$ cat config.mk
export PLATFORM = sky130hd
export DESIGN_NAME = three_phase_pwm_timing_core
export DESIGN_NICKNAME = d
export VERILOG_FILES = /design/src/verilog/pwm_timing_pkg.sv /design/src/verilog/three_phase_pwm_timing_core.sv
export VERILOG_INCLUDE_DIRS = /design/src /design/src/verilog
export SDC_FILE = /design/constraint.sdc
export NUM_CORES = 1
export LEC_CHECK = 0
export BUFFER_PORTS_ARGS = -buffer_cell sky130_fd_sc_hd__buf_4
export CELL_PAD_IN_SITES_DETAIL_PLACEMENT = 1
export CELL_PAD_IN_SITES_GLOBAL_PLACEMENT = 1
export CORE_MARGIN = 5
export CORE_UTILIZATION = 30
export CTS_BUF_LIST = sky130_fd_sc_hd__clkbuf_4 sky130_fd_sc_hd__clkbuf_8 sky130_fd_sc_hd__clkbuf_16
export CTS_CLUSTER_DIAMETER = 120
export DETAILED_ROUTE_END_ITERATION = 6
export PLACE_DENSITY_LB_ADDON = 0.15
export SYNTH_ARGS = -nofsm -noshare
export SYNTH_HDL_FRONTEND = slang
export SYNTH_SLANG_ARGS = --single-unit
$ cat constraint.sdc
create_clock -name core_clk -period 12.55 [get_ports core_clk]
set_clock_uncertainty 0.15 [all_clocks]
set_input_delay 1.255 -clock core_clk [delete_from_list [all_inputs] [get_ports core_clk]]
set_output_delay 1.255 -clock core_clk [all_outputs]
set_load 0.005 [all_outputs]
$ cat src/verilog/pwm_timing_regs.svh
/*
  register indices, field positions, reset values of the
  three-phase timing core; assumes include by bare name.
*/
`ifndef PWM_TIMING_REGS_SVH
`define PWM_TIMING_REGS_SVH

// ----------------------------------------
// register indices
// ----------------------------------------
`define OFS_HALF_PERIOD 4'h0
`define OFS_DEAD_TIME 4'h1
`define OFS_MIN_PULSE 4'h2
`define OFS_SYNC_WIDTH 4'h3
`define OFS_DUTY_A 4'h4
`define OFS_DUTY_B 4'h5
`define OFS_DUTY_C 4'h6
`define OFS_OUTPUT_SEGMENT 4'h7
`define OFS_MODE_CONTROL 4'h8
`define OFS_SYSTEM_STATUS 4'h9

// ----------------------------------------
// fields
// ----------------------------------------
`define MODE_DOUBLE_BIT 6
`define STATUS_HALF_BIT 3

// ----------------------------------------
// reset values
// ----------------------------------------
`define HALF_PERIOD_RST 16'h0000
`define DEAD_TIME_RST 10'h000
`define MIN_PULSE_RST 10'h000
`define SYNC_WIDTH_RST 8'h27
`define DUTY_RST 16'h0000
`define SEGMENT_RST 9'h000

`endif

$ cat src/verilog/pwm_timing_pkg.sv
/*
  types of the three-phase timing core;
  assumes nothing of its surroundings.
*/
package pwm_timing_pkg;
  typedef logic [15:0] count_t;
  typedef logic [9:0] dead_t;
  typedef logic [7:0] width_t;
  typedef logic [8:0] seg_t;
  typedef logic [3:0] addr_t;
  typedef logic [15:0] data_t;
  typedef enum logic {half_first, half_second} half_t;
endpackage

$ cat src/verilog/three_phase_pwm_timing_core.sv
/*
  center-based three-phase pwm timing unit with dead time,
  single/double update and sync pulse; assumes a plain
  register port on core_clk and synchronous sys_rst.
*/
`timescale 1ns/1ps
`include "pwm_timing_regs.svh"

// Function
// one 10-bit dead time register shared by all pairs
// off-to-on gap of a pair is dead time times two clocks
// zero dead time gives no gap
// mode bit 6 clear single update, set double update
// reset clears the mode bit
// single mode one sync per period, rise latches settings
// sync rise also latches the output segment value
// double mode adds midpoint sync that relatches everything
// status bit 3 clear first half, set second half
// sync pin width is sync width value plus one clocks
// sync width resets to 0x27
// three 16-bit duty registers give high side half on-time
// outputs active low, low means switch on
// both edges moved away from duty instant by dead time
// single mode on-times 2(duty-dt) and 2(period-duty-dt)
// on-times clamped between zero and full period
// double mode on-times sum the two halves' values
// pairs b and c built exactly like pair a
// no outputs, counters stopped until four registers written
// period value counts clocks in half a period
// interrupt pulse on each sync pulse
// reset clears the written record
// writes go to holding copies, unit uses latched values; the mode bit and sync width are used from their holding registers
module three_phase_pwm_timing_core (
  input wire logic core_clk,
  input wire logic sys_rst,
  input wire pwm_timing_pkg::addr_t reg_addr,
  input wire pwm_timing_pkg::data_t reg_wdata,
  input wire logic reg_wr,
  input wire logic reg_rd,
  output pwm_timing_pkg::data_t reg_rdata,
  output logic phase_a_high_out_n,
  output logic phase_a_low_out_n,
  output logic phase_b_high_out_n,
  output logic phase_b_low_out_n,
  output logic phase_c_high_out_n,
  output logic phase_c_low_out_n,
  output logic period_sync_pulse,
  output logic sync_irq,
  output pwm_timing_pkg::seg_t output_segment_act,
  output pwm_timing_pkg::dead_t min_pulse_act,
  output logic timing_run
);
  import pwm_timing_pkg::*;

  // ----------------------------------------
  // holding registers
  // ----------------------------------------
  count_t half_period_reg;
  dead_t dead_time_reg;
  dead_t min_pulse_reg;
  width_t sync_width_reg;
  count_t duty_reg [3];
  seg_t output_segment_reg;
  logic mode_double_r;
  logic [3:0] written_r;
  data_t rdata_r;

  // ----------------------------------------
  // latched copies used by the timing unit
  // ----------------------------------------
  count_t half_period_act;
  dead_t dead_time_act;
  dead_t min_pulse_r;
  count_t duty_act [3];
  seg_t segment_r;

  // ----------------------------------------
  // timing state
  // ----------------------------------------
  logic run_r;
  count_t cnt_r;
  half_t half_r;
  logic sync_r;
  width_t sync_cnt_r;
  logic irq_r;
  logic [2:0] hi_n_r;
  logic [2:0] lo_n_r;

  logic start;
  logic wrap;
  logic latch_evt;
  logic [2:0] hi_n_nxt;
  logic [2:0] lo_n_nxt;

  // ----------------------------------------
  // on-time helpers
  // ----------------------------------------
  // high side half on-time, duty less dead time, clamped
  function automatic count_t on_high(count_t duty, dead_t dt,
                                     count_t tm);
    count_t d;
    d = duty - {6'h00, dt};
    if (duty <= {6'h00, dt}) begin
      on_high = 16'h0000;
    end else if (d >= tm) begin
      on_high = tm;
    end else begin
      on_high = d;
    end
  endfunction

  // low side half on-time, period less duty less dead time
  function automatic count_t on_low(count_t duty, dead_t dt,
                                    count_t tm);
    logic [16:0] s;
    s = {1'b0, duty} + {7'h00, dt};
    if (s >= {1'b0, tm}) begin
      on_low = 16'h0000;
    end else begin
      on_low = tm - s[15:0];
    end
  endfunction

  // ----------------------------------------
  // register writes
  // ----------------------------------------
  always_ff @(posedge core_clk) begin
    if (sys_rst) begin
      half_period_reg <= `HALF_PERIOD_RST;
      dead_time_reg <= `DEAD_TIME_RST;
      min_pulse_reg <= `MIN_PULSE_RST;
      sync_width_reg <= `SYNC_WIDTH_RST;
      output_segment_reg <= `SEGMENT_RST;
      mode_double_r <= 1'b0;
    end else if (reg_wr) begin
      unique case (reg_addr)
        `OFS_HALF_PERIOD: begin
          half_period_reg <= reg_wdata;
        end
        `OFS_DEAD_TIME: begin
          dead_time_reg <= reg_wdata[9:0];
        end
        `OFS_MIN_PULSE: begin
          min_pulse_reg <= reg_wdata[9:0];
        end
        `OFS_SYNC_WIDTH: begin
          sync_width_reg <= reg_wdata[7:0];
        end
        `OFS_OUTPUT_SEGMENT: begin
          output_segment_reg <= reg_wdata[8:0];
        end
        `OFS_MODE_CONTROL: begin
          mode_double_r <= reg_wdata[`MODE_DOUBLE_BIT];
        end
        default: begin
        end
      endcase
    end
  end

  // duty holding registers, one per pair
  genvar gi;
  generate
    for (gi = 0; gi < 3; gi++) begin : g_duty
      always_ff @(posedge core_clk) begin
        if (sys_rst) begin
          duty_reg[gi] <= `DUTY_RST;
        end else if (reg_wr &&
                     reg_addr == `OFS_DUTY_A + 4'(gi)) begin
          duty_reg[gi] <= reg_wdata;
        end
      end
    end
  endgenerate

  // record of period and duty writes
  always_ff @(posedge core_clk) begin
    if (sys_rst) begin
      written_r <= 4'h0;
    end else if (reg_wr) begin
      if (reg_addr == `OFS_HALF_PERIOD) begin
        written_r[0] <= 1'b1;
      end
      if (reg_addr == `OFS_DUTY_A) begin
        written_r[1] <= 1'b1;
      end
      if (reg_addr == `OFS_DUTY_B) begin
        written_r[2] <= 1'b1;
      end
      if (reg_addr == `OFS_DUTY_C) begin
        written_r[3] <= 1'b1;
      end
    end
  end

  // ----------------------------------------
  // register reads
  // ----------------------------------------
  // unmapped indices and idle cycles read as zero
  always_ff @(posedge core_clk) begin
    if (sys_rst) begin
      rdata_r <= 16'h0000;
    end else if (reg_rd) begin
      unique case (reg_addr)
        `OFS_HALF_PERIOD: rdata_r <= half_period_reg;
        `OFS_DEAD_TIME: rdata_r <= {6'h00, dead_time_reg};
        `OFS_MIN_PULSE: rdata_r <= {6'h00, min_pulse_reg};
        `OFS_SYNC_WIDTH: rdata_r <= {8'h00, sync_width_reg};
        `OFS_DUTY_A: rdata_r <= duty_reg[0];
        `OFS_DUTY_B: rdata_r <= duty_reg[1];
        `OFS_DUTY_C: rdata_r <= duty_reg[2];
        `OFS_OUTPUT_SEGMENT: begin
          rdata_r <= {7'h00, output_segment_reg};
        end
        `OFS_MODE_CONTROL: begin
          rdata_r <= 16'(mode_double_r) << `MODE_DOUBLE_BIT;
        end
        `OFS_SYSTEM_STATUS: begin

          rdata_r <= 16'(half_r == half_second) << `STATUS_HALF_BIT;
        end
        default: rdata_r <= 16'h0000;
      endcase
    end else begin
      rdata_r <= 16'h0000;
    end
  end

  // ----------------------------------------
  // period sequencing
  // ----------------------------------------
  // a zero half period wraps every clock rather than hanging
  assign wrap = run_r &&
                ({1'b0, cnt_r} + 17'h00001 >= {1'b0, half_period_act});


  assign start = !run_r && (&written_r);

  // see R06
  assign latch_evt = start ||
                     (wrap && (half_r == half_second || mode_double_r));

  always_ff @(posedge core_clk) begin
    if (sys_rst) begin
      run_r <= 1'b0;
      cnt_r <= 16'h0000;
      half_r <= half_first;
    end else if (start) begin
      run_r <= 1'b1;
      cnt_r <= 16'h0000;
      half_r <= half_first;
    end else if (wrap) begin
      cnt_r <= 16'h0000;

      half_r <= (half_r == half_first) ? half_second : half_first;
    end else if (run_r) begin
      cnt_r <= cnt_r + 16'h0001;
    end
  end

  // ----------------------------------------
  // latch on sync rise
  // ----------------------------------------
  always_ff @(posedge core_clk) begin
    if (sys_rst) begin
      half_period_act <= `HALF_PERIOD_RST;
      dead_time_act <= `DEAD_TIME_RST;
      min_pulse_r <= `MIN_PULSE_RST;
      segment_r <= `SEGMENT_RST;
    end else if (latch_evt) begin
      half_period_act <= half_period_reg;
      dead_time_act <= dead_time_reg;
      min_pulse_r <= min_pulse_reg;
      segment_r <= output_segment_reg;
    end
  end

  generate
    for (gi = 0; gi < 3; gi++) begin : g_duty_act
      always_ff @(posedge core_clk) begin
        if (sys_rst) begin
          duty_act[gi] <= `DUTY_RST;
        end else if (latch_evt) begin
          duty_act[gi] <= duty_reg[gi]; // see R23
        end
      end
    end
  endgenerate

  // ----------------------------------------
  // sync pulse and interrupt
  // ----------------------------------------
  // width uses the value being latched on the same edge
  always_ff @(posedge core_clk) begin
    if (sys_rst) begin
      sync_r <= 1'b0;
      sync_cnt_r <= 8'h00;
    end else if (latch_evt) begin
      sync_r <= 1'b1;
      sync_cnt_r <= sync_width_reg;
    end else if (sync_r) begin
      if (sync_cnt_r == 8'h00) begin
        sync_r <= 1'b0;
      end else begin
        sync_cnt_r <= sync_cnt_r - 8'h01;
      end
    end
  end

  always_ff @(posedge core_clk) begin
    if (sys_rst) begin
      irq_r <= 1'b0;
    end else begin
      irq_r <= latch_evt;
    end
  end

  // ----------------------------------------
  // per-pair edge placement
  // ----------------------------------------
  // first half: low leads, high trails; second half mirrors,
  // so each edge sits dead time off the duty instant
  generate
    for (gi = 0; gi < 3; gi++) begin : g_pair
      count_t t_hi;
      count_t t_lo;
      logic on_hi;
      logic on_lo;
      always_comb begin
        t_hi = on_high(duty_act[gi], dead_time_act,
                       half_period_act); // see R15
        t_lo = on_low(duty_act[gi], dead_time_act,
                      half_period_act);
        if (half_r == half_first) begin
          on_hi = cnt_r >= half_period_act - t_hi;
          on_lo = cnt_r < t_lo; // see R02
        end else begin
          on_hi = cnt_r < t_hi;
          on_lo = cnt_r >= half_period_act - t_lo;
        end
        hi_n_nxt[gi] = !(run_r && on_hi); // see R13
        lo_n_nxt[gi] = !(run_r && on_lo);
      end
    end
  endgenerate

  always_ff @(posedge core_clk) begin
    if (sys_rst) begin
      hi_n_r <= 3'b111;
      lo_n_r <= 3'b111;
    end else begin
      hi_n_r <= hi_n_nxt;
      lo_n_r <= lo_n_nxt;
    end
  end

  // ----------------------------------------
  // outputs
  // ----------------------------------------
  assign reg_rdata = rdata_r;
  assign phase_a_high_out_n = hi_n_r[0];
  assign phase_a_low_out_n = lo_n_r[0];
  assign phase_b_high_out_n = hi_n_r[1];
  assign phase_b_low_out_n = lo_n_r[1];
  assign phase_c_high_out_n = hi_n_r[2];
  assign phase_c_low_out_n = lo_n_r[2];
  assign period_sync_pulse = sync_r;
  assign sync_irq = irq_r;
  assign output_segment_act = segment_r;
  assign min_pulse_act = min_pulse_r;
  assign timing_run = run_r;

endmodule

==> results of run 1 <==
==> layer usage <==
layer	GRT usage, %	share of wire, %	vias up
li1	-	-	11827
met1	31.32	46	12433
met2	39.63	47	535
met3	3.060	4.0	145
met4	7.638	3.6	0
met5	0	0	-
==> cells in the mapped netlist (all sizes together), types with 13 or more instances <==
cell type / instances / area share (%)
o21a: 23 / 0.65
or2: 32 / 0.75
a211oi: 33 / 1.0
a21oi: 288 / 5.4
a211o: 19 / 0.62
a31oi: 16 / 0.37
xnor2: 119 / 3.9
buf: 33 / 0.69
and3: 119 / 2.8
nor3: 60 / 1.1
o21bai: 20 / 0.56
nor4: 13 / 0.33
nand4: 49 / 1.1
dfxtp: 153 / 11
nand2b: 55 / 1.3
o21ai: 152 / 2.9
nor2: 212 / 3.0
o31ai: 14 / 0.39
o211ai: 31 / 0.87
ha: 493 / 23
a22o: 50 / 1.6
and2: 18 / 0.42
fa: 15 / 1.1
edfxtp: 96 / 11
a2111oi: 15 / 0.51
inv: 152 / 2.1
mux2i: 16 / 0.60
nand2: 257 / 3.6
a22oi: 46 / 1.3
nand3: 120 / 2.2
clkbuf: 103 / 1.4
xor2: 96 / 3.1
nor2b: 54 / 1.3
or3: 27 / 0.63
a21o: 77 / 2.2
==> metrics by stage <==
step	worst slack [ns]	std cells	hold WS (ns)	total power, mW
global route	2.571	4434	0.3233	2.554
CTS	3.470	4432	0.3098	2.455
finish	3.379	4435	0.3262	2.424
detailed placement	3.469	4370	0.3216	1.435
global placement	3.781	4370	0.2988	1.415
floorplan	4.915	3214	0.2900	1.277
==> worst max path at each step <==
| stage | to | slack (ns) | cells past startpoint |
|---|---|---|---|
| after floorplan | lo_n_r[0]$_SDFF_PP1_ | 4.91 | 35 |
| after global placement | hi_n_r[2]$_SDFF_PP1_ | 3.78 | 35 |
| after detailed placement | lo_n_r[1]$_SDFF_PP1_ | 3.47 | 35 |
| after CTS | lo_n_r[1]$_SDFF_PP1_ | 3.47 | 35 |
| after global routing | lo_n_r[1]$_SDFF_PP1_ | 2.57 | 35 |
| final | lo_n_r[1]$_SDFF_PP1_ | 3.38 | 35 |
==> area by class of cell <==
| cell class | count | area (um^2) | area share [%] |
|---|---|---|---|
| antenna | 3 | 7.507 | 0.02519 |
| clock buffer | 47 | 991.0 | 3.325 |
| clock inverter | 15 | 138.9 | 0.4661 |
| inverter | 153 | 574.3 | 1.927 |
| multi-input combinational | 2676 | 19720 | 66.18 |
| sequential | 249 | 5957 | 19.99 |
| tap | 1165 | 1458 | 4.891 |
| timing repair buffer | 127 | 953.4 | 3.199 |
==> kinds of logic after synthesis <==
family                     share of synthesized area (%)
adders and majority gates                          24.19
xor gates and xnor gates                           7.042
muxes                                             0.7673
and+or+nand+nor                                    20.19
DFF                                                22.23
AOI/OAI and AO/OA                                  21.29
buffers and inverters                              4.281
==> power breakdown <==
group | leakage, nW | total (mW) | internal (mW) | switching (mW)
clock | 0.572 | 1.00 | 0.582 | 0.420
combinational | 10.4 | 0.541 | 0.215 | 0.326
sequential | 2.19 | 0.881 | 0.858 | 0.0230
total | 13.2 | 2.42 | 1.65 | 0.769
==> results.rst, run 1 <==
.. list-table::
   :header-rows: 1

   * - Metric
     - Value
   * - Initial antenna violation count
     - 5
   * - Area of the core
     - 0.08837 mm^2
   * - Per-cell routed wire length
     - 25.94 um
   * - Final weighted congestion in routability-driven placement
     - just under 0.9
   * - Register-to-Register Path Depth
     - 35
   * - Asr flop ratio synth
     - 0%
   * - Required @ worst endpoint
     - 12.85 ns
   * - Largest stage delay on the critical path
     - 0.81 ns
   * - Sink of the worst hold path
     - half_period_act[15]$_SDFFE_PP0P_
   * - Register bit count reported by yosys
     - roughly 250
   * - Number of flops mapped to enable cells by yosys
     - 96
   * - Final std cell area, no fill
     - 0.02980 mm^2
   * - Total Neg Setup Slack
     - 0 ns
   * - 1st-pass router iterations
     - 5
   * - RSZ-0062 raised after global routing
     - no
   * - Lkg Pwr
     - 13.21 nW
   * - Classification of the worst setup path
     - flop to flop
   * - Syn. warnings
     - 0
   * - CTS Sinks
     - about 250
   * - Area of the mapped netlist
     - ~0.027 mm^2
   * - Destination of the worst register-to-register timing path
     - lo_n_r[1]$_SDFF_PP1_
   * - Arr. time, crit path
     - 9.47 ns
   * - Iter 0 DRT Violations
     - approximately 1700
   * - Layout cell share with drive strength beyond 1
     - 8.234%
   * - Mean cell area of the mapped netlist
     - 8.320 um^2
   * - Total wire length after detailed routing
     - between 100000 and 150000 um
   * - Remaining max-slew budget at the tightest pin
     - 29.32%
   * - Maximum number of pins on one net before global-route repair
     - 64
   * - Worst reg2reg startpoint
     - dead_time_act[1]$_SDFFE_PP0P_
   * - Number of nets in the final layout
     - 3773
   * - Initial standard-cell utilization of the core
     - 30.26%
   * - Clock transition time at the flip-flop clock pins of the worst setup and hold paths
     - 0.06 ns
   * - Via count of the first global-routing pass
     - 26009
   * - Gate count after technology mapping
     - 3214
   * - Post-route antenna net violation count
     - 0
   * - Filler cell count in the final layout
     - 10471
   * - Overall overflow remaining after global route
     - 0
   * - Die outline height
     - roughly 310 um
   * - Number of distinct standard cells referenced by the synthesized netlist
     - 86
   * - Total via count after detailed routing
     - 24940
   * - Cell Pwr Density
     - 81.33 mW/mm^2
   * - Most prevalent standard cell on the critical path
     - sky130_fd_sc_hd__a21oi_1
   * - Width of the die
     - 308.6 um
   * - Wire length of the first global-routing pass
     - 170900 um
   * - Syn nets
     - 3746
   * - Crit path max-delay family
     - compound AO/OA/AOI/OAI gates
   * - Number of maximum-capacitance constraint violations
     - 0
   * - CTS Root Cell
     - sky130_fd_sc_hd__clkbuf_16
   * - Count of boundary I/O pins
     - 68
   * - Buffer and inverter count on the worst path
     - 1
   * - Depth of the CTS H-tree
     - 2
   * - Type of the most critical hold path
     - flop to flop
   * - Maximum buffer depth of the clock tree
     - 3
   * - Placed cell areas
     - 0.02866 mm^2
   * - Transition at the pin with the smallest max-transition slack
     - 1.059 ns
   * - Number of pins exceeding their max-slew limit in the final report
     - 0
   * - Crit share post-route
     - between 70% and 80%
   * - Number of buffers created by CTS
     - 34
   * - Highest clock rate
     - ~110 MHz
   * - Number of hold buffers added after CTS
     - 0
   * - Clk_lat worst skew
     - approximately 0.57 ns
   * - Highest-count cells in the layout ignoring fill and taps
     - sky130_fd_sc_hd__ha_1, sky130_fd_sc_hd__a21oi_1, sky130_fd_sc_hd__nand2_1, sky130_fd_sc_hd__nor2_1, sky130_fd_sc_hd__inv_1
   * - Primary FF master, synth
     - sky130_fd_sc_hd__dfxtp_1
   * - CTS tree
     - done
   * - Placed wire-length estimate
     - 86900 um
   * - CP Launch Type
     - flop
   * - Peak supply drop
     - 0.1024 mV
   * - Sort of element at the end of the critical path
     - flop
   * - Post-synthesis sequential area ratio
     - 22.23%
   * - Row Count
     - 109
   * - Final design utilization
     - 33.72%
   * - Number of DRC violations after detailed routing
     - 0
   * - Most common cell after layout, fill and taps aside
     - sky130_fd_sc_hd__ha_1
   * - Maximum fanout encountered on the critical timing path
     - 16
   * - Tot GR Track Use
     - 23.51%
   * - Critical Path Slowest Stage Cell
     - sky130_fd_sc_hd__nor2_1
   * - Area Growth Syn to Fin
     - 11.44%
   * - Flop2flop setup slack
     - 3.38 ns
   * - Area of the die
     - 0.09521 mm^2
   * - Number of buffers added on ports
     - 67
   * - Final Hold Vio Count
     - 0
   * - Number of setup buffers added after CTS
     - 0
   * - Vias per cell
     - between 5 and 6
   * - Hold Crit Depth
     - 1
   * - Status
     - completed
   * - Minimum clock period
     - 9.171 ns
   * - Launching instance or port of the critical path
     - dead_time_act[1]$_SDFFE_PP0P_
   * - Number of gates resized after cts
     - 0
   * - Startpoint of the lowest-slack hold path
     - half_period_reg[15]$_SDFFE_PP0P_
   * - Setup-failing EPs final
     - 0
(Power assumes the default switching activity.)
==> run 2: changes to the inputs <==
--- a/config.mk
+++ b/config.mk
@@ -6,6 +6,7 @@
 export SDC_FILE = /design/constraint.sdc
 export NUM_CORES = 1
 export LEC_CHECK = 0
+export ABC_AREA = 1
 export BUFFER_PORTS_ARGS = -buffer_cell sky130_fd_sc_hd__buf_4
 export CELL_PAD_IN_SITES_DETAIL_PLACEMENT = 1
 export CELL_PAD_IN_SITES_GLOBAL_PLACEMENT = 1
==> constraint.sdc (replaced) <==
create_clock -name core_clk -period 9 [get_ports core_clk]
set_clock_uncertainty 0.15 [all_clocks]
set_input_delay 0.9 -clock core_clk [delete_from_list [all_inputs] [get_ports core_clk]]
set_output_delay 0.9 -clock core_clk [all_outputs]
set_load 0.005 [all_outputs]
==> results.rst, run 2 <==
.. list-table::
   :header-rows: 1

   * - Metric
     - Value
   * - Status
     - completed
   * - Hold Crit Depth
     - 2
   * - Transition at the pin with the smallest max-transition slack
     - around 1.1 ns
   * - Initial standard-cell utilization of the core
     - 30.14%
   * - CTS tree
     - done
   * - Post-synthesis sequential area ratio
     - 22.77%
   * - Sink of the worst hold path
     - written_r[3]$_SDFFE_PP0P_
   * - Number of maximum-capacitance constraint violations
     - 0
   * - Remaining max-slew budget at the tightest pin
     - 28.61%
   * - Biggest area contributors in the synthesized netlist
     - sky130_fd_sc_hd__ha_1, sky130_fd_sc_hd__dfxtp_1, sky130_fd_sc_hd__edfxtp_1
   * - Classification of the worst setup path
     - flop to flop
   * - Number of distinct standard cells referenced by the synthesized netlist
     - 60
   * - Final weighted congestion in routability-driven placement
     - a little under 0.9
   * - Critical Path Slowest Stage Cell
     - sky130_fd_sc_hd__o41ai_1
   * - Final Non-Filler Cells
     - about 4800
   * - Clock transition time at the flip-flop clock pins of the worst setup and hold paths
     - about 0.060 ns
   * - Lkg Pwr
     - 14.48 nW
   * - Gate count after technology mapping
     - 3566
   * - Number of buffers added on ports
     - 67
   * - Register-to-Register Path Depth
     - 37
   * - Antenna cells
     - 0
   * - Number of gates resized after cts
     - 0
   * - Launching instance or port of the critical path
     - dead_time_act[2]$_SDFFE_PP0P_
   * - Tot GR Track Use
     - 22.81%
   * - Net Sw Power
     - approximately 1.1 mW
   * - Total via count after detailed routing
     - 24594
   * - Total wire length after detailed routing
     - between 100000 and 150000 um
   * - Destination of the worst register-to-register timing path
     - hi_n_r[1]$_SDFF_PP1_
   * - Highest-count cells in the layout ignoring fill and taps
     - sky130_fd_sc_hd__nand2_1, sky130_fd_sc_hd__inv_1, sky130_fd_sc_hd__ha_1, sky130_fd_sc_hd__a21oi_1, sky130_fd_sc_hd__nor2_1
   * - Asr flop ratio synth
     - 0%
   * - Overall overflow remaining after global route
     - 0
   * - Number of pins exceeding their max-slew limit in the final report
     - 0
   * - Layout cell share with drive strength beyond 1
     - 6.719%
   * - Startpoint of the lowest-slack hold path
     - written_r[3]$_SDFFE_PP0P_
   * - Die outline height
     - 305.0 um
   * - Most common cell after layout, fill and taps aside
     - sky130_fd_sc_hd__nand2_1
   * - CP Launch Type
     - flop
   * - Cell Pwr Density
     - roughly 110 mW/mm^2
   * - Worst Setup Slack, final
     - 1.098 ns
   * - Crit path max-delay family
     - compound AO/OA/AOI/OAI gates
   * - Uppermost routed layer
     - met4
   * - Met2 WL post-DR
     - ~51000 um
   * - Setup-failing EPs final
     - 0
   * - Type of the most critical hold path
     - flop to flop
   * - Most common cell in the netlist
     - sky130_fd_sc_hd__nand2_1
   * - Number of setup buffers added after CTS
     - 0
   * - Area of the mapped netlist
     - 0.02611 mm^2
   * - Initial antenna violation count
     - 2
   * - Mean cell area of the mapped netlist
     - 7.322 um^2
   * - Maximum fanout encountered on the critical timing path
     - 20
   * - Peak supply drop
     - ~0.16 mV
   * - Amount of wire on met3 after detailed routing
     - 2993 um
   * - Maximum number of pins on one net before global-route repair
     - 96
   * - Via count of the first global-routing pass
     - ~25000
   * - Share of the synthesized area in the top cell type
     - 23.62%
   * - Share of power burned in the clock network
     - 38.8%
   * - 1st-pass router iterations
     - 5
   * - Seq pwr share
     - 37.2%
   * - Clk_lat worst skew
     - approximately 0.6 ns
   * - Buffer and inverter count on the worst path
     - 4
   * - Most area-hungry cell type in the Yosys netlist
     - sky130_fd_sc_hd__ha_1
   * - Row Count
     - 108
   * - Depth of the CTS H-tree
     - 1
   * - Required @ worst endpoint
     - 9.39 ns
   * - Width of the die
     - 305.0 um
   * - Crit share post-route
     - between 80% and 90%
   * - Minimum clock period
     - between 7 and 8 ns
   * - Area Growth Syn to Fin
     - 11.84%
   * - Arr. time, crit path
     - 8.29 ns
   * - CTS Sinks
     - approximately 250
   * - Syn. warnings
     - 0
   * - Placed wire-length estimate
     - 85550 um
   * - Number of cells in the design after placement
     - ~4800
   * - Most prevalent standard cell on the critical path
     - sky130_fd_sc_hd__nand2_1
   * - Count of boundary I/O pins
     - between 60 and 70
   * - Largest stage delay on the critical path
     - 0.72 ns
   * - Sort of element at the end of the critical path
     - flop
   * - Wire length of the first global-routing pass
     - 163300 um
   * - Primary FF master, synth
     - sky130_fd_sc_hd__dfxtp_1
   * - Pre-CTS setup slack
     - 1.202 ns
   * - Fraction of power consumed by combinational cells
     - a little under a quarter
   * - Vias per cell
     - 5.091
   * - Per-cell routed wire length
     - 22.58 um
   * - Number of flops mapped to enable cells by yosys
     - between 90 and 100
   * - RSZ-0062 raised after global routing
     - no
   * - Filler cell count in the final layout
     - 10698
   * - Met1 wire length
     - 53330 um
   * - Area of the die
     - 0.09303 mm^2
   * - Final Hold Vio Count
     - 0
   * - Number of buffers created by CTS
     - 31
   * - Highest clock rate
     - 126.6 MHz
   * - Number of hold buffers added after CTS
     - 0
   * - Area of the core
     - 0.08662 mm^2
   * - Register bit count reported by yosys
     - between 200 and 250
   * - Iter 0 DRT Violations
     - 1270
   * - Total Neg Setup Slack
     - 0 ns
   * - Number of DRC violations after detailed routing
     - 0
   * - Number of nets in the final layout
     - around 4200
   * - Switching Share
     - roughly 33%
   * - Maximum buffer depth of the clock tree
     - 3
   * - Syn nets
     - 4098
   * - Internal power contribution
     - 2.200 mW
   * - Flop2flop setup slack
     - 1.10 ns
   * - Post-route antenna net violation count
     - 0
   * - Top post-synthesis cells by count
     - sky130_fd_sc_hd__nand2_1, sky130_fd_sc_hd__inv_1, sky130_fd_sc_hd__ha_1
   * - CTS Root Cell
     - sky130_fd_sc_hd__clkbuf_16
   * - Worst reg2reg startpoint
     - dead_time_act[2]$_SDFFE_PP0P_
-- run 2: worst max-delay path by stage --
| stage | to | slack (ns) | cells past startpoint |
|---|---|---|---|
| 2_1_floorplan | hi_n_r[1]$_SDFF_PP1_ | 2.22 | 38 |
| 3_3_place_gp | hi_n_r[1]$_SDFF_PP1_ | 1.38 | 37 |
| 3_5_place_dp | hi_n_r[1]$_SDFF_PP1_ | 1.20 | 37 |
| 4_1_cts | hi_n_r[1]$_SDFF_PP1_ | 1.16 | 37 |
| 5_1_grt | hi_n_r[1]$_SDFF_PP1_ | 0.17 | 37 |
| 6_report | hi_n_r[1]$_SDFF_PP1_ | 1.10 | 37 |
-- run 2: logic make-up (layout without fill, tap and decap cells) --
kind of cell               after synthesis  in the layout  share of synthesized area [%]
adders and majority gates              508            508                          24.77
DFF                                    249            249                          22.77
AOI/OAI and AO/OA                      820            820                          18.07
xor gates and xnor gates               177            177                          5.990
and+or+nand+nor                       1224           1224                          19.67
buffers and inverters                  588            698                          8.726
-- run 2: layer usage --
layer	GRT usage [%]	vias up
li1	-	12263
met1	32.12	11935
met2	39.35	323
met3	1.465	73
met4	3.447	0
met5	0	-
-- run 2: power by group through the flow --
stage          Clock (mW)  Combinational (mW)  Sequential, mW
2_1_floorplan           0               0.567            1.23
3_3_place_gp            0               0.776            1.24
3_5_place_dp            0               0.785            1.24
4_1_cts              1.31               0.788            1.22
5_1_grt              1.35               0.901            1.22
6_report             1.27               0.786            1.22
-- run 2: through the flow --
| stage | area [um^2] | hold WS [ns] | util (%) | power, mW |
|---|---|---|---|---|
| finish | 29200 | 0.3072 | 33.71 | 3.276 |
| global route | 29200 | 0.3203 | 33.71 | 3.474 |
| CTS | 29200 | 0.3085 | 33.71 | 3.313 |
| detailed placement | 28180 | 0.2950 | 32.53 | 2.027 |
| global placement | 28180 | 0.2909 | 32.53 | 2.018 |
| floorplan | 26110 | 0.2773 | - | 1.799 |
-- run 2: tightest hold or removal path: cells and delay by family (launching register included) --
family        cells  cell delay (ns)
flops             1             0.31
simple gates      2             0.10
-- run 2: cell type report --
type	instances	area (um^2)	share of cell area, %
clock inverters	11	92.59	0.3171
well taps	1155	1445	4.949
flip-flops and latches	249	5951	20.38
inverters	510	1914	6.556
repair buffers	130	975.9	3.342
multi-input cells	2729	17890	61.27
clock buffers	47	932.1	3.192
==> run 3: changes to the inputs <==
--- a/config.mk
+++ b/config.mk
@@ -16,6 +16,7 @@
 export CTS_CLUSTER_DIAMETER = 120
 export DETAILED_ROUTE_END_ITERATION = 6
 export PLACE_DENSITY_LB_ADDON = 0.15
+export REMOVE_ABC_BUFFERS = 1
 export SYNTH_ARGS = -nofsm -noshare
 export SYNTH_HDL_FRONTEND = slang
 export SYNTH_SLANG_ARGS = --single-unit
==> results.rst, run 3 (synthesized netlist as in run 2, its figures left out) <==
.. list-table::
   :header-rows: 1

   * - Metric
     - Value
   * - Status
     - completed
   * - CTS Root Cell
     - sky130_fd_sc_hd__clkbuf_16
   * - CTS Sinks
     - 249
   * - Post-route antenna net violation count
     - 0
   * - Transition at the pin with the smallest max-transition slack
     - about 1.2 ns
   * - Most prevalent standard cell on the critical path
     - sky130_fd_sc_hd__nand2_1
   * - Type of the most critical hold path
     - flop to flop
   * - Largest stage delay on the critical path
     - 0.56 ns
   * - Number of buffers added on ports
     - 67
   * - Highest clock rate
     - roughly 120 MHz
   * - Final weighted congestion in routability-driven placement
     - between 0.8 and 0.9
   * - Per-cell routed wire length
     - 22.08 um
   * - Maximum number of pins on one net before global-route repair
     - 75
   * - Initial antenna violation count
     - 1
   * - Maximum buffer depth of the clock tree
     - 3
   * - Sort of element at the end of the critical path
     - flop
   * - Area of the core
     - 0.08662 mm^2
   * - Filler cell count in the final layout
     - 10690
   * - Number of cells in the design after placement
     - 4775
   * - Wire length of the first global-routing pass
     - between 150000 and 200000 um
   * - Total via count after detailed routing
     - 24683
   * - Arr. time, crit path
     - 8.52 ns
   * - Most common cell after layout, fill and taps aside
     - sky130_fd_sc_hd__nand2_1
   * - Count of boundary I/O pins
     - 68
   * - Total Neg Setup Slack
     - 0 ns
   * - Lkg Pwr
     - 14.47 nW
   * - Classification of the worst setup path
     - flop to flop
   * - Placed wire-length estimate
     - 84210 um
   * - Die outline height
     - 305.0 um
   * - Antenna cells
     - 0
   * - Number of buffers created by CTS
     - 31
   * - Minimum clock period
     - 8.131 ns
   * - Number of nets in the final layout
     - 4185
   * - Required @ worst endpoint
     - between 9 and 10 ns
   * - Tot GR Track Use
     - between 20% and 30%
   * - Initial standard-cell utilization of the core
     - 30.14%
   * - Maximum fanout encountered on the critical timing path
     - 17
   * - Critical Path Slowest Stage Cell
     - sky130_fd_sc_hd__clkinv_1
   * - CTS tree
     - done
   * - Area of the die
     - 0.09303 mm^2
   * - Clk_lat worst skew
     - 0.60 ns
   * - Overall overflow remaining after global route
     - 0
   * - Iter 0 DRT Violations
     - approximately 1200
   * - Width of the die
     - 305.0 um
   * - 1st-pass router iterations
     - 5
   * - Final Non-Filler Cells
     - between 4000 and 5000
   * - Number of maximum-capacitance constraint violations
     - 0
   * - Post-route worst hold slack
     - 0.3039 ns
   * - Crit share post-route
     - 90.35%
   * - Layout cell share with drive strength beyond 1
     - 6.525%
   * - Number of DRC violations after detailed routing
     - 0
   * - Peak supply drop
     - approximately 0.13 mV
   * - Vias per cell
     - 5.107
   * - Number of setup buffers added after CTS
     - 0
   * - Area Growth Syn to Fin
     - 11.96%
   * - Amount of wire on met3 after detailed routing
     - 3578 um
   * - Via count of the first global-routing pass
     - 25173
   * - Met2 WL post-DR
     - roughly 49000 um
   * - Total wire length after detailed routing
     - 106700 um
   * - CP Launch Type
     - flop
   * - Remaining max-slew budget at the tightest pin
     - 19.69%
   * - Cell Pwr Density
     - approximately 110 mW/mm^2
   * - Highest-count cells in the layout ignoring fill and taps
     - sky130_fd_sc_hd__nand2_1, sky130_fd_sc_hd__inv_1, sky130_fd_sc_hd__ha_1, sky130_fd_sc_hd__a21oi_1, sky130_fd_sc_hd__nor2_1
   * - RSZ-0062 raised after global routing
     - no
   * - Met1 wire length
     - 50800 um
   * - Uppermost routed layer
     - met4
   * - Depth of the CTS H-tree
     - 1
   * - Clock transition time at the flip-flop clock pins of the worst setup and hold paths
     - 0.07 ns
   * - Final Hold Vio Count
     - 0
   * - Number of pins exceeding their max-slew limit in the final report
     - 0
   * - Setup-failing EPs final
     - 0
   * - Row Count
     - 108
## run 3: layout make-up
class | count | area [um^2] | share of cell area [%]
Clock buffer | 36 | 825.8 | 2.825
Clock inverter | 22 | 215.2 | 0.7362
Inverter | 510 | 1918 | 6.562
Multi-Input combinational cell | 2729 | 17890 | 61.20
Sequential cell | 249 | 5946 | 20.34
Tap cell | 1155 | 1445 | 4.944
Timing Repair Buffer | 132 | 991.0 | 3.390
## run 3: worst max-delay path: cells and delay by family, from the launching register on
kind	cells	cell delay [ns]
xor+xnor	2	0.40
simple gates	17	2.12
compound gates	12	2.62
flops	1	0.31
fa+ha+maj	4	1.34
buf+inv	6	1.13
## run 3: worst paths after layout
kind                                                     from                         to  slack (ns)  depth (start not counted)
worst max-delay path            dead_time_act[1]$_SDFFE_PP0P_       hi_n_r[0]$_SDFF_PP1_        0.87                         41
worst min-delay path                written_r[3]$_SDFFE_PP0P_  written_r[3]$_SDFFE_PP0P_        0.30                          2
worst max register to register  dead_time_act[1]$_SDFFE_PP0P_       hi_n_r[0]$_SDFF_PP1_        0.87                         41
worst min register to register      written_r[3]$_SDFFE_PP0P_  written_r[3]$_SDFFE_PP0P_        0.30                          2
## run 3: repair_timing
| action | in CTS | in global routing |
|---|---|---|
| endpoints found under the hold margin | 0 | 0 |
| hold buffers | 0 | 0 |
| gates resized for setup | 0 | 1 |
| setup endpoints to repair | 0 | 1 |
## run 3: report_power, final
part	total, mW	switching [mW]	internal [mW]
Sequential	1.22	0.0215	1.20
Combinational	0.783	0.507	0.276
Clock	1.29	0.546	0.747
Total	3.30	1.08	2.22
## run 3: per-stage QoR
stage,util [%],worst slack (ns),area [um^2],power (mW)
after floorplan,-,2.128,25750,1.792
after global placement,32.54,1.108,28190,2.012
after detailed placement,32.54,1.007,28190,2.022
after CTS,33.74,0.9456,29230,3.333
after global routing,33.75,0.08575,29230,3.496
final,33.75,0.8687,29230,3.296
## run 3: per-layer routing
metal | vias to the layer above | track usage (%)
met3 | 129 | 2.389
met5 | - | 0
li1 | 12285 | -
met2 | 368 | 37.87
met4 | 0 | 5.261
met1 | 11901 | 30.45
